File: src/rtl/flag_engine_pkg.sv
// shared constants, types and checksum for the single-wire flag link
`default_nettype none
package flag_engine_pkg;
  localparam logic [7:0] FLAG_COMMAND       = 8'h77;
  localparam logic [7:0] FLAG_TRANSMIT      = 8'h88;
  localparam logic [7:0] FLAG_SLEEP         = 8'hcc;
  localparam logic [7:0] STATUS_WAKE        = 8'h11;
  localparam logic [7:0] STATUS_SUCCESS     = 8'h00;
  localparam logic [7:0] STATUS_EXEC_ERROR  = 8'h0f;
  localparam logic [7:0] STATUS_PARSE_ERROR = 8'hff;
  localparam logic [7:0] COUNT_MIN          = 8'h04;
  localparam logic [7:0] COUNT_MAX          = 8'h27;
  localparam logic [7:0] STATUS_BLOCK_COUNT = 8'h04;
  localparam logic [7:0] CRC_BYTES          = 8'h02;
  localparam logic [7:0] IDX_OPCODE         = 8'h01;
  localparam logic [7:0] IDX_PARAM          = 8'h02;
  localparam logic [7:0] IDX_CRC_LO         = 8'h02;
  localparam logic [7:0] IDX_CRC_HI         = 8'h03;
  localparam logic [15:0] CRC_POLY          = 16'h8005;
  localparam logic [15:0] CRC_INIT          = 16'h0000;
  localparam int TIMER_W                    = 20;
  localparam int HOST_TIMER_W               = 12;
  localparam int CLK_HZ                     = 25_000_000;
  localparam int US_PER_S                   = 1_000_000;
  localparam int MS_PER_S                   = 1_000;
  localparam int PARSE_DELAY_US             = 100;
  localparam int MEMORY_COMMAND_DELAY_MS    = 3;
  localparam int FUSE_PROGRAM_DELAY_US      = 700;
  localparam int AUTHENTICATION_COMPUTE_DELAY_MS = 30;
  localparam int PERSONALIZATION_DELAY_MS   = 13;
  localparam int TURNAROUND_MIN_US          = 28;
  localparam int TURNAROUND_MAX_US          = 95;
  localparam int PARSE_DELAY_CYCLES = PARSE_DELAY_US * (CLK_HZ / US_PER_S);
  localparam int MEMORY_COMMAND_CYCLES =
    MEMORY_COMMAND_DELAY_MS * (CLK_HZ / MS_PER_S);
  localparam int FUSE_PROGRAM_CYCLES =
    FUSE_PROGRAM_DELAY_US * (CLK_HZ / US_PER_S);
  localparam int AUTHENTICATION_COMPUTE_CYCLES =
    AUTHENTICATION_COMPUTE_DELAY_MS * (CLK_HZ / MS_PER_S);
  localparam int PERSONALIZATION_CYCLES =
    PERSONALIZATION_DELAY_MS * (CLK_HZ / MS_PER_S);
  localparam int LINE_TURNAROUND_CYCLES =
    (TURNAROUND_MIN_US * CLK_HZ + US_PER_S - 1) / US_PER_S;
  // cycles per microsecond first: the plain product overflows an int
  localparam int RESPONSE_TIMEOUT_CYCLES =
    TURNAROUND_MAX_US * (CLK_HZ / US_PER_S);

  typedef enum logic [2:0] {
    EXEC_NONE   = 3'b000,
    EXEC_MEMORY = 3'b001,
    EXEC_FUSE   = 3'b010,
    EXEC_AUTH   = 3'b011,
    EXEC_PERSON = 3'b100
  } exec_class_type;

  typedef enum logic [1:0] {
    OP_WAKE     = 2'b00,
    OP_COMMAND  = 2'b01,
    OP_TRANSMIT = 2'b10,
    OP_SLEEP    = 2'b11
  } host_op_type;

  // bits enter lsb first, as on the wire
  function automatic logic [15:0] crc16_update(input logic [15:0] crc,
                                               input logic [7:0]  data);
    logic [15:0] c;
    logic        fb;
    c = crc;
    for (int i = 0; i < 8; i++)
    begin
      fb = c[15] ^ data[i];
      c  = {c[14:0], 1'b0};
      if (fb)
        c = c ^ CRC_POLY;
    end
    return c;
  endfunction : crc16_update
endpackage : flag_engine_pkg
`default_nettype wire

File: src/rtl/flag_link_if.sv
// byte-level single-wire link between host and device
`default_nettype none
interface flag_link_if (
  input wire logic clk_sys_in
);
  logic       wake_stb;
  logic       h2d_stb;
  logic [7:0] h2d_data;
  logic       d2h_stb;
  logic [7:0] d2h_data;

  modport device_mp (
    input  wake_stb,
    input  h2d_stb,
    input  h2d_data,
    output d2h_stb,
    output d2h_data
  );
  modport host_mp (
    output wake_stb,
    output h2d_stb,
    output h2d_data,
    input  d2h_stb,
    input  d2h_data
  );
endinterface : flag_link_if
`default_nettype wire

File: src/rtl/flag_command_host.sv
// host end: command byte fifo, flag sender, response receiver
`default_nettype none
module byte_fifo #(
  parameter int WIDTH = 8,
  parameter int DEPTH = 32
) (
  input  wire logic             clk_sys_in,
  input  wire logic             reset_in,
  input  wire logic             ce_in,
  input  wire logic             in_valid_in,
  input  wire logic [WIDTH-1:0] in_data_in,
  output logic                  in_ready_out,
  output logic                  out_valid_out,
  output logic [WIDTH-1:0]      out_data_out,
  input  wire logic             out_ready_in
);
  localparam int AW = $clog2(DEPTH);

  typedef struct packed {
    logic [AW:0] wr;
    logic [AW:0] rd;
  } ptr_type;

  ptr_type          ptr_reg;
  ptr_type          ptr_next;
  logic [WIDTH-1:0] mem [DEPTH];
  logic             full;
  logic             empty;
  logic             push;
  logic             pop;

  assign empty = ptr_reg.wr == ptr_reg.rd;
  assign full  = ptr_reg.wr == {~ptr_reg.rd[AW], ptr_reg.rd[AW-1:0]};
  assign in_ready_out  = !full;
  assign out_valid_out = !empty;
  assign out_data_out  = mem[ptr_reg.rd[AW-1:0]];
  assign push = in_valid_in && !full;
  assign pop  = out_ready_in && !empty;

  always_comb
  begin
    ptr_next = ptr_reg;
    if (push)
      ptr_next.wr = (AW+1)'(ptr_reg.wr + 1'b1);
    if (pop)
      ptr_next.rd = (AW+1)'(ptr_reg.rd + 1'b1);
  end

  always_ff @(posedge clk_sys_in)
  begin
    if (reset_in)
      ptr_reg <= '0;
    else if (ce_in)
    begin
      ptr_reg <= ptr_next;
      if (push)
        mem[ptr_reg.wr[AW-1:0]] <= in_data_in;
    end
  end
endmodule : byte_fifo

module flag_command_host
  import flag_engine_pkg::*;
(
  input  wire logic                 clk_sys_in,
  input  wire logic                 reset_in,
  input  wire logic                 ce_in,
  flag_link_if.host_mp              link,
  input  wire logic                 op_valid_in,
  input  wire flag_engine_pkg::host_op_type op_code_in,
  output logic                      op_ready_out,
  input  wire logic                 cmd_valid_in,
  input  wire logic [7:0]           cmd_data_in,
  output logic                      cmd_ready_out,
  output logic                      resp_valid_out,
  output logic [7:0]                resp_data_out,
  output logic                      done_out,
  output logic                      crc_ok_out,
  output logic                      timeout_out
);
  import flag_engine_pkg::*;

  typedef enum logic [2:0] {
    H_IDLE   = 3'b000,
    H_SEND   = 3'b001,
    H_CRC_LO = 3'b010,
    H_CRC_HI = 3'b011,
    H_WAIT   = 3'b100,
    H_RECV   = 3'b101
  } host_state_type;

  typedef struct packed {
    host_state_type          state;
    logic [7:0]              idx;
    logic [7:0]              count;
    logic [15:0]             crc;
    logic [7:0]              crc_lo;
    logic [HOST_TIMER_W-1:0] timer;
    logic                    wake;
    logic                    h2d_stb;
    logic [7:0]              h2d_data;
    logic                    resp_valid;
    logic [7:0]              resp_data;
    logic                    done;
    logic                    crc_ok;
    logic                    timeout;
  } host_type;

  localparam host_type HOST_RESET = '{
    state: H_IDLE, idx: 8'h00, count: 8'h00, crc: CRC_INIT, crc_lo: 8'h00,
    timer: '0, wake: 1'b0, h2d_stb: 1'b0, h2d_data: 8'h00,
    resp_valid: 1'b0, resp_data: 8'h00, done: 1'b0, crc_ok: 1'b0,
    timeout: 1'b0};

  host_type   host_reg;
  host_type   host_next;
  logic       fifo_valid;
  logic [7:0] fifo_data;
  logic       fifo_pop;

  // stalls on an empty fifo, so the user may trickle bytes in
  assign fifo_pop = ce_in && host_reg.state == H_SEND && fifo_valid;

  byte_fifo #(
    .WIDTH (8),
    .DEPTH (32)
  ) cmd_fifo (
    .clk_sys_in    (clk_sys_in),
    .reset_in      (reset_in),
    .ce_in         (ce_in),
    .in_valid_in   (cmd_valid_in),
    .in_data_in    (cmd_data_in),
    .in_ready_out  (cmd_ready_out),
    .out_valid_out (fifo_valid),
    .out_data_out  (fifo_data),
    .out_ready_in  (fifo_pop)
  );

  always_comb
  begin
    host_next            = host_reg;
    host_next.wake       = 1'b0;
    host_next.h2d_stb    = 1'b0;
    host_next.resp_valid = 1'b0;
    host_next.done       = 1'b0;
    unique case (host_reg.state)
      H_IDLE:
      begin
        if (op_valid_in)
        begin
          host_next.crc     = CRC_INIT;
          host_next.idx     = 8'h00;
          host_next.timer   = '0;
          host_next.h2d_stb = op_code_in != OP_WAKE;
          host_next.wake    = op_code_in == OP_WAKE;
          unique case (op_code_in)
            OP_WAKE:     host_next.h2d_data = host_reg.h2d_data;
            OP_COMMAND:
            begin
              host_next.h2d_data = FLAG_COMMAND;
              host_next.state    = H_SEND;
            end
            OP_TRANSMIT:
            begin
              host_next.h2d_data = FLAG_TRANSMIT;
              host_next.state    = H_WAIT;
            end
            OP_SLEEP:    host_next.h2d_data = FLAG_SLEEP;
          endcase
        end
      end
      H_SEND:
      begin
        if (fifo_valid)
        begin
          host_next.h2d_stb  = 1'b1;
          host_next.h2d_data = fifo_data;
          host_next.crc      = crc16_update(host_reg.crc, fifo_data);
          host_next.idx      = 8'(host_reg.idx + 8'h01);
          if (host_reg.idx == 8'h00)
            host_next.count = fifo_data;
          if ((host_reg.idx == 8'h00 && fifo_data <= CRC_BYTES + 8'h01) ||
              (host_reg.idx != 8'h00 &&
               host_reg.idx == 8'(host_reg.count - CRC_BYTES - 8'h01)))
            host_next.state = H_CRC_LO;
        end
      end
      H_CRC_LO:
      begin
        host_next.h2d_stb  = 1'b1;
        host_next.h2d_data = host_reg.crc[7:0];
        host_next.state    = H_CRC_HI;
      end
      H_CRC_HI:
      begin
        host_next.h2d_stb  = 1'b1;
        host_next.h2d_data = host_reg.crc[15:8];
        host_next.state    = H_IDLE;
        host_next.done     = 1'b1;
        host_next.crc_ok   = 1'b1;
        host_next.timeout  = 1'b0;
      end
      H_WAIT, H_RECV:
      begin
        host_next.timer = HOST_TIMER_W'(host_reg.timer + 1'b1);
        if (link.d2h_stb)
        begin
          host_next.timer      = '0;
          host_next.state      = H_RECV;
          host_next.resp_valid = 1'b1;
          host_next.resp_data  = link.d2h_data;
          host_next.idx        = 8'(host_reg.idx + 8'h01);
          if (host_reg.idx == 8'h00)
            host_next.count = link.d2h_data;
          if (host_reg.idx == 8'h00 ||
              host_reg.idx < 8'(host_reg.count - CRC_BYTES))
            host_next.crc = crc16_update(host_reg.crc, link.d2h_data);
          if (host_reg.idx == 8'(host_reg.count - CRC_BYTES))
            host_next.crc_lo = link.d2h_data;
          if (host_reg.idx != 8'h00 &&
              host_reg.idx == 8'(host_reg.count - 8'h01))
          begin
            host_next.state   = H_IDLE;
            host_next.done    = 1'b1;
            host_next.timeout = 1'b0;
            host_next.crc_ok  =
              {link.d2h_data, host_reg.crc_lo} == host_reg.crc;
          end
        end
        else if (host_reg.timer >=
                 HOST_TIMER_W'(RESPONSE_TIMEOUT_CYCLES - 1))
        begin
          // silence means busy device or lost sync
          host_next.state   = H_IDLE;
          host_next.done    = 1'b1;
          host_next.timeout = 1'b1;
          host_next.crc_ok  = 1'b0;
        end
      end
      default:
        host_next = HOST_RESET;
    endcase
  end

  always_ff @(posedge clk_sys_in)
  begin
    if (reset_in)
      host_reg <= HOST_RESET;
    else if (ce_in)
      host_reg <= host_next;
  end

  assign link.wake_stb = host_reg.wake;
  assign link.h2d_stb  = host_reg.h2d_stb;
  assign link.h2d_data = host_reg.h2d_data;
  assign op_ready_out   = host_reg.state == H_IDLE;
  assign resp_valid_out = host_reg.resp_valid;
  assign resp_data_out  = host_reg.resp_data;
  assign done_out       = host_reg.done;
  assign crc_ok_out     = host_reg.crc_ok;
  assign timeout_out    = host_reg.timeout;
endmodule : flag_command_host
`default_nettype wire

File: src/flat_wrapper.sv
// flat-port wrapper written by rule: the top's interface ports become plain ports
module flag_command_host_flat import flag_engine_pkg::*;
  (clk_sys_in, reset_in, ce_in, op_valid_in, op_code_in, op_ready_out, cmd_valid_in, cmd_data_in, cmd_ready_out, resp_valid_out, resp_data_out, done_out, crc_ok_out, timeout_out, link_wake_stb, link_h2d_stb, link_h2d_data, link_d2h_stb, link_d2h_data);
  flag_link_if link_i (.clk_sys_in(clk_sys_in));
  input  wire logic clk_sys_in;
  input  wire logic reset_in;
  input  wire logic ce_in;
  input  wire logic op_valid_in;
  input  wire flag_engine_pkg::host_op_type op_code_in;
  output logic op_ready_out;
  input  wire logic cmd_valid_in;
  input  wire logic [7:0] cmd_data_in;
  output logic cmd_ready_out;
  output logic resp_valid_out;
  output logic [7:0] resp_data_out;
  output logic done_out;
  output logic crc_ok_out;
  output logic timeout_out;
  output wire logic [$bits(link_i.wake_stb)-1:0] link_wake_stb;
  output wire logic [$bits(link_i.h2d_stb)-1:0] link_h2d_stb;
  output wire logic [$bits(link_i.h2d_data)-1:0] link_h2d_data;
  input wire logic [$bits(link_i.d2h_stb)-1:0] link_d2h_stb;
  input wire logic [$bits(link_i.d2h_data)-1:0] link_d2h_data;
  assign link_wake_stb = link_i.wake_stb;
  assign link_h2d_stb = link_i.h2d_stb;
  assign link_h2d_data = link_i.h2d_data;
  assign link_i.d2h_stb = link_d2h_stb;
  assign link_i.d2h_data = link_d2h_data;
  flag_command_host u_core (.clk_sys_in(clk_sys_in), .reset_in(reset_in), .ce_in(ce_in), .link(link_i), .op_valid_in(op_valid_in), .op_code_in(op_code_in), .op_ready_out(op_ready_out), .cmd_valid_in(cmd_valid_in), .cmd_data_in(cmd_data_in), .cmd_ready_out(cmd_ready_out), .resp_valid_out(resp_valid_out), .resp_data_out(resp_data_out), .done_out(done_out), .crc_ok_out(crc_ok_out), .timeout_out(timeout_out));
endmodule
File: config.mk
export PLATFORM = sky130hd
export DESIGN_NAME = flag_command_host_flat
export DESIGN_NICKNAME = d
export VERILOG_FILES = /design/src/rtl/flag_engine_pkg.sv /design/src/rtl/flag_link_if.sv /design/src/rtl/flag_command_host.sv /design/src/flat_wrapper.sv
export SDC_FILE = /design/constraint.sdc
export NUM_CORES = 1
export LEC_CHECK = 0
export BUFFER_PORTS_ARGS = -buffer_cell sky130_fd_sc_hd__buf_4
export CORE_MARGIN = 2
export CORE_UTILIZATION = 61
export DETAILED_ROUTE_END_ITERATION = 16
export PLACE_DENSITY_LB_ADDON = 0.05
export SLEW_MARGIN = 20
export SYNTH_ARGS = -nofsm -noshare
export SYNTH_HDL_FRONTEND = slang
export SYNTH_HIERARCHICAL = 1
export SYNTH_SLANG_ARGS = --single-unit
File: constraint.sdc
create_clock -name clk_sys_in -period 4.6 [get_ports clk_sys_in]
set_input_delay 0.23 -clock clk_sys_in [delete_from_list [all_inputs] [get_ports clk_sys_in]]
set_output_delay 0.23 -clock clk_sys_in [all_outputs]
set_load 0.005 [all_outputs]
==> results of run 1 <==
[power groups by stage]
stage               clock, mW  combinational (mW)  sequential (mW)
floorplan                   0               0.312             3.48
global placement            0               0.429             3.49
detailed placement          0               0.435             3.50
CTS                      2.90               0.436             3.43
global route             3.03               0.483             3.43
finish                   2.86               0.439             3.43
[through the flow]
step           hold slack [ns]  std cells  worst slack [ns]
3_5_place_dp             0.450       1471             0.472
6_report                0.0304       1537             0.418
4_1_cts                 0.0188       1537             0.418
3_3_place_gp             0.444       1471             0.484
2_1_floorplan            0.329       1144             0.891
5_1_grt                 0.0296       1537             0.224
[Yosys cell counts, types with 3 or more instances]
cell type,count
a21o_1,3
buf_6,3
ha_1,22
nor2b_1,6
mux2_2,11
xor2_1,33
a211oi_1,11
nor3_1,11
nand4_1,13
o22ai_1,5
clkbuf_1,50
and3_1,8
or2_2,3
nand3b_1,9
buf_4,22
inv_1,13
nand3_1,36
buf_1,11
o21ai_0,29
or3_1,7
buf_2,6
and2_1,3
a31oi_1,5
mux2i_1,7
a21oi_1,63
nand2_1,54
edfxtp_1,256
dfxtp_1,94
mux4_2,80
xnor2_1,71
a31o_2,4
o21bai_1,3
a222oi_1,8
nor2_1,118
nand2b_1,6
a22oi_1,16
[metal layers]
| metal | vias to the layer above | part of all wire (%) |
|---|---|---|
| met3 | 78 | 7.1 |
| met1 | 4884 | 40 |
| li1 | 4404 | - |
| met5 | - | 0 |
| met4 | 0 | 3.3 |
| met2 | 407 | 49 |
[final cells by class]
class	instances	area [sq um]	share of cell area [%]
Clock buffer	44	952	5.39
Clock inverter	22	225	1.27
Inverter	13	48.8	0.276
Multi-Input combinational cell	689	5740	32.5
Sequential cell	350	9570	54.2
Tap cell	330	413	2.34
Timing Repair Buffer	89	718	4.06
[logic make-up (layout without fill, tap and decap cells)]
group / Yosys count / after routing / synth area share, %
DFF: 350 / 350 / 60.5
and+or+nand+nor: 288 / 288 / 8.57
AOI/OAI and AO/OA: 176 / 176 / 7.47
xor gates and xnor gates: 105 / 105 / 5.86
buffers and inverters: 105 / 168 / 3.21
muxes: 98 / 98 / 12.6
adders and majority gates: 22 / 22 / 1.74
[final timing paths]
check | startpoint | to | cells after the start
worst max register to register | flip-flop | u_core/host_reg[76] | 10
worst min register to register | u_core/resp_data_out[1] | u_core/resp_data_out[1] | 2
worst min-delay path | link_d2h_data[0] | u_core/resp_data_out[0] | 3
worst max-delay path | flip-flop | u_core/host_reg[76] | 10
[critical path, stage by stage (launching register included)]
cell and delay, ns:
dfxtp_4 0.56, buf_12 0.24, mux4_2 0.53, mux4_2 0.47
mux2_2 0.34, or4_1 0.56, o41ai_1 0.52, a31o_2 0.19
a21oi_1 0.05, nor4_1 0.41, a311oi_1 0.15
==> qor.txt, run 1 <==
Largest net degree at the start of global routing -> 83
Share of layout cells above drive strength 1 -> 21.0%
Synth Warn # -> 6
Routability cong. -> 0.930
Cell area power density -> 381 nW/um^2
Initial Util -> 62.4%
H-tree depth -> 2
Relative slew margins -> 32.3%
M2 GR Usage -> 45.6%
Fin Setup TNS -> 0 ns
Worst Path Arrival -> 4.53 ns
Met1 Use GR -> 38.0%
Sw frac -> 22.4%
# setup viols final -> 0
First-pass GRT wire length -> 55400 um
Synthesized area per cell -> 13.8 sq um
Post-Route WL -> 36100 um
Core area -> 25300 sq um
GRT overflow -> 0
Post-synth EDFFs -> 256
Setup slack, reg-to-reg -> 0.42 ns
Sinks on Clock Net -> 350
Clock Tree Buf Depth -> 3
Vias per inst -> 6.36
IO buf count -> 47
CTS clock-pin slew for the worst setup and hold paths -> 0.06 ns
Total GRT Usage -> 27.5%
MaxCap Viol Count -> 0
Clk root buf -> clkbuf_16
Fmax -> 0.239 GHz
DP HPWL -> 24300 um
Final Instance Area -> 17700 sq um
Share of the synthesized area in the top cell type -> 48.6%
Vias in the first global route -> 9621
Dominant cells by area after synthesis -> edfxtp_1 49%, dfxtp_1 12%, mux4_2 11%
Antenna violations before repair -> 0
Sw Pwr -> 1.50 mW
Fill count -> 1727
Area delta synth->final -> 11.8%
Ys async rst share -> 0%
Fin util -> 69.8%
Layout Skew -> 0.0180 ns
Num CTS Buffers -> 36
Placed instance area -> 16500 sq um
DIE AREA -> 27200 sq um
Comb power frac -> 6.5%
Clock Power Share -> 42.5%
Crit. End Element -> flip-flop
Synth cell types -> 70
Clk_lat worst skew -> 0.52 ns
Max FO, Critical Path -> 18
Sequential share of power -> 51.0%
Max rail drop VDD -> 357 uV
Final nets -> 1225
Tmin final -> 4.18 ns
Gr busiest metal -> met2
Vias -> 9773
RSZ-0062 raised after global routing -> false
Tcrit/Tclk final -> 90.9%
DR DRC count -> 0
Kind of critical path -> reg2reg
Number of flip-flops in the largest register -> 256
IO Count -> 48
Diodes inserted -> 0
Sequential share of the synthesized area -> 60.5%
Post-Syn Nets -> 1190
Pleak -> 5.73 nW
Hold buffers post-CTS -> 0
Worst EP required -> 4.95 ns
Post-CTS sizing -> 0
Most frequent cells in the layout -> 256 x edfxtp_1, 118 x nor2_1, 92 x dfxtp_1, 85 x buf_4, 80 x mux4_2
Die W -> 165 um
Synth area leader -> edfxtp_1
Met3 usage -> 3.77%
Yosys reg bits -> 350
Mapped Area -> 15800 sq um
Die height -> 165 um
Worst Tran Pin Value -> 0.999 ns
Worst Hold Class -> in2reg
Status -> complete, no violations
Number of DRC markers in iteration 0 -> 1178
Int Power -> 5.22 mW
Synth Flop Type -> edfxtp_1
Row Count -> 58
Wire length per cell -> 23.5 um
Slew Limit Fails -> 0
Post CTS Setup Buffer Count -> 0
TritonRoute pass-1 iters -> 5
Final hold vios -> 0
Leading cell type in the layout, fill and taps excluded -> edfxtp_1
Worst Setup Start Kind -> flip-flop
Remaining antenna violation count -> 0
PnR Total Power -> 6.73 mW
Post-Synthesis Cells -> 1144
CTS tree -> done
No activity file was read; power rests on OpenSTA's default activity.
==> run 2: changes to the inputs <==
Settings changed: CORE_UTILIZATION 61 to 45, CTS_BUF_LIST from default to sky130_fd_sc_hd__clkbuf_4, CTS_CLUSTER_DIAMETER from default to 120.
==> run 2 against run 1 <==
Net effect:
- wire length up 9.2%
- clock power down 7.7%
- via count up 2.7%
- final cell count up 16%
- global-route usage down 5.1 points
- critical path depth unchanged
- clock skew up 0.041 ns
- critical path type unchanged
- largest power group unchanged
==> qor.txt, run 2 (synthesis results as in run 1) <==
Wire length per cell -> 22.1 um
Row Count -> 68
Number of flip-flops in the largest register -> 256
Worst path bufs/invs -> 1
Placed insts -> 1605
Worst EP required -> 5.20 ns
MaxCap Viol Count -> 0
DP HPWL -> 26200 um
DR DRC count -> 0
Sw frac -> 24.1%
Max rail drop VDD -> 277 uV
RSZ-0062 raised after global routing -> false
Area delta synth->final -> 14.5%
Crit-path most repeated cell -> mux4_2
Num CTS Buffers -> 93
Hold WS -> 0.297 ns
Antenna violations before repair -> 2
IO Count -> 48
Remaining antenna violation count -> 0
Clock Power Share -> 40.4%
Most frequent cells in the layout -> 256 x edfxtp_1, 126 x clkbuf_4, 118 x nor2_1, 94 x buf_4, 92 x dfxtp_1
Sw Pwr -> 1.58 mW
CP max-delay cell -> dfxtp_4
Clk_lat worst skew -> 0.80 ns
Crit. End Element -> flip-flop
Layout Skew -> 0.0590 ns
H-tree depth -> 3
Leading cell type in the layout, fill and taps excluded -> edfxtp_1
Clk root buf -> clkbuf_4
CTS tree -> done
Slew Limit Fails -> 0
Post-Route WL -> 39400 um
Number of DRC markers in iteration 0 -> 725
R2R depth -> 10
GRT overflow -> 0
Non-filler instance count after layout -> 1786
Max FO, Critical Path -> 21
Vias in the first global route -> 10100
Slack of the critical path -> 0.467 ns
Worst Path Arrival -> 4.73 ns
Largest net degree at the start of global routing -> 73
Tcrit/Tclk final -> 89.8%
Worst Tran Pin Value -> 1.01 ns
TritonRoute pass-1 iters -> 5
Share of layout cells above drive strength 1 -> 26.1%
Initial Util -> 45.8%
Pleak -> 5.98 nW
Final hold vios -> 0
Cell depth of the worst setup path -> 10
Fmax -> 0.242 GHz
CP cell instances -> buf_12 -> mux4_2 -> mux4_2 -> mux2_2 -> or4_1 -> o41ai_1 -> a31o_2 -> a21oi_1 -> nor4_1 -> a311oi_1
Cell area power density -> 361 nW/um^2
Family with the most delay on the worst path -> multiplexers
Relative slew margins -> 31.5%
Fin Setup TNS -> 0 ns
CP peak stage delay -> 0.57 ns
Dpl ws -> 0.472 ns
Setup slack, reg-to-reg -> 0.47 ns
RR Endpoint -> u_core/host_reg[74]
Vias -> 10000
Hold Crit Depth -> 3
Die height -> 191 um
Total GRT Usage -> 22.4%
Int Power -> 4.96 mW
Sequential share of power -> 52.4%
Sinks on Clock Net -> 350
DIE AREA -> 36600 sq um
IO buf count -> 47
Worst Hold Class -> in2reg
Final nets -> 1316
Kind of critical path -> reg2reg
First-pass GRT wire length -> 60200 um
Fin util -> 52.4%
Post CTS Setup Buffer Count -> 0
Tmin final -> 4.13 ns
Status -> complete, no violations
Vias per inst -> 5.62
Routability cong. -> 0.889
Die W -> 191 um
# setup viols final -> 0
Worst Setup Start Kind -> flip-flop
Critical Path End -> u_core/host_reg[74]
CTS clock-pin slew for the worst setup and hold paths -> 0.07 ns
Post-CTS sizing -> 0
Core area -> 34500 sq um
Clock Tree Buf Depth -> 3
Comb power frac -> 7.1%
==> run 2: cell types whose count changed in the layout (fill, tap and decap cells not counted), moves of 2 or more <==
| cell | delta |
|---|---|
| dlygate4sd3_1 | +25 |
| buf_4 | +9 |
| clkbuf_1 | -7 |
| clkbuf_4 | +126 |
| clkinv_1 | +10 |
| clkinv_2 | -5 |
| clkbuf_16 | -37 |
| diode_2 | +3 |
| clkinvlp_4 | -2 |
| inv_6 | +3 |
==> run 2: power groups by stage <==
stage / Clock, mW / Combinational, mW / Sequential (mW)
after CTS: 2.74 / 0.465 / 3.43
after floorplan: 0 / 0.312 / 3.48
after global routing: 2.91 / 0.514 / 3.43
after detailed placement: 0 / 0.446 / 3.50
final: 2.64 / 0.465 / 3.43
after global placement: 0 / 0.444 / 3.50
==> run 2: repair_timing <==
action | in CTS | in global routing
hold endpoints to repair | 311 | 0
setup endpoints to repair | 0 | 0
hold buffers | 25 | 0
==> run 2: area by class of cell <==
type | count | area [sq um]
Clock inverter | 27 | 188
Timing Repair Buffer | 123 | 1040
Multi-Input combinational cell | 689 | 5740
Fill cell | 2997 | 16400
Sequential cell | 350 | 9570
Inverter | 13 | 48.8
Clock buffer | 126 | 946
Antenna cell | 3 | 7.51
Tap cell | 455 | 569
==> run 2: worst min path at each step <==
stage / start / endpoint / slack [ns]
final: reset_in / u_core/host_reg[31] / 0.30
after global routing: link_d2h_data[3] / u_core/resp_data_out[3] / 0.28
after CTS: reset_in / u_core/host_reg[31] / 0.23
after detailed placement: u_core/resp_data_out[1] / u_core/resp_data_out[1] / 0.45
after global placement: u_core/resp_data_out[1] / u_core/resp_data_out[1] / 0.45
after floorplan: cmd_data_in[0] / u_core/cmd_fifo/mem[0][0] / 0.33
==> run 2: per-layer routing <==
layer	share of wire, %	vias up	GRT usage, %
met1	43	5032	29.4
met2	49	313	36.3
met3	5.8	70	5.49
li1	-	4624	-
met5	0	-	0
met4	2.4	0	7.72
==> run 2: per-stage QoR <==
stage | instance area [sq um] | power (mW)
4_1_cts | 18100 | 6.63
3_5_place_dp | 16700 | 3.94
5_1_grt | 18100 | 6.86
6_report | 18100 | 6.54
3_3_place_gp | 16700 | 3.94
2_1_floorplan | 15800 | 3.79
==> run 2: worst min-delay path: stages <==
cell           delay, ns
dlygate4sd3_1       0.52
buf_4               0.22
a21oi_1             0.06
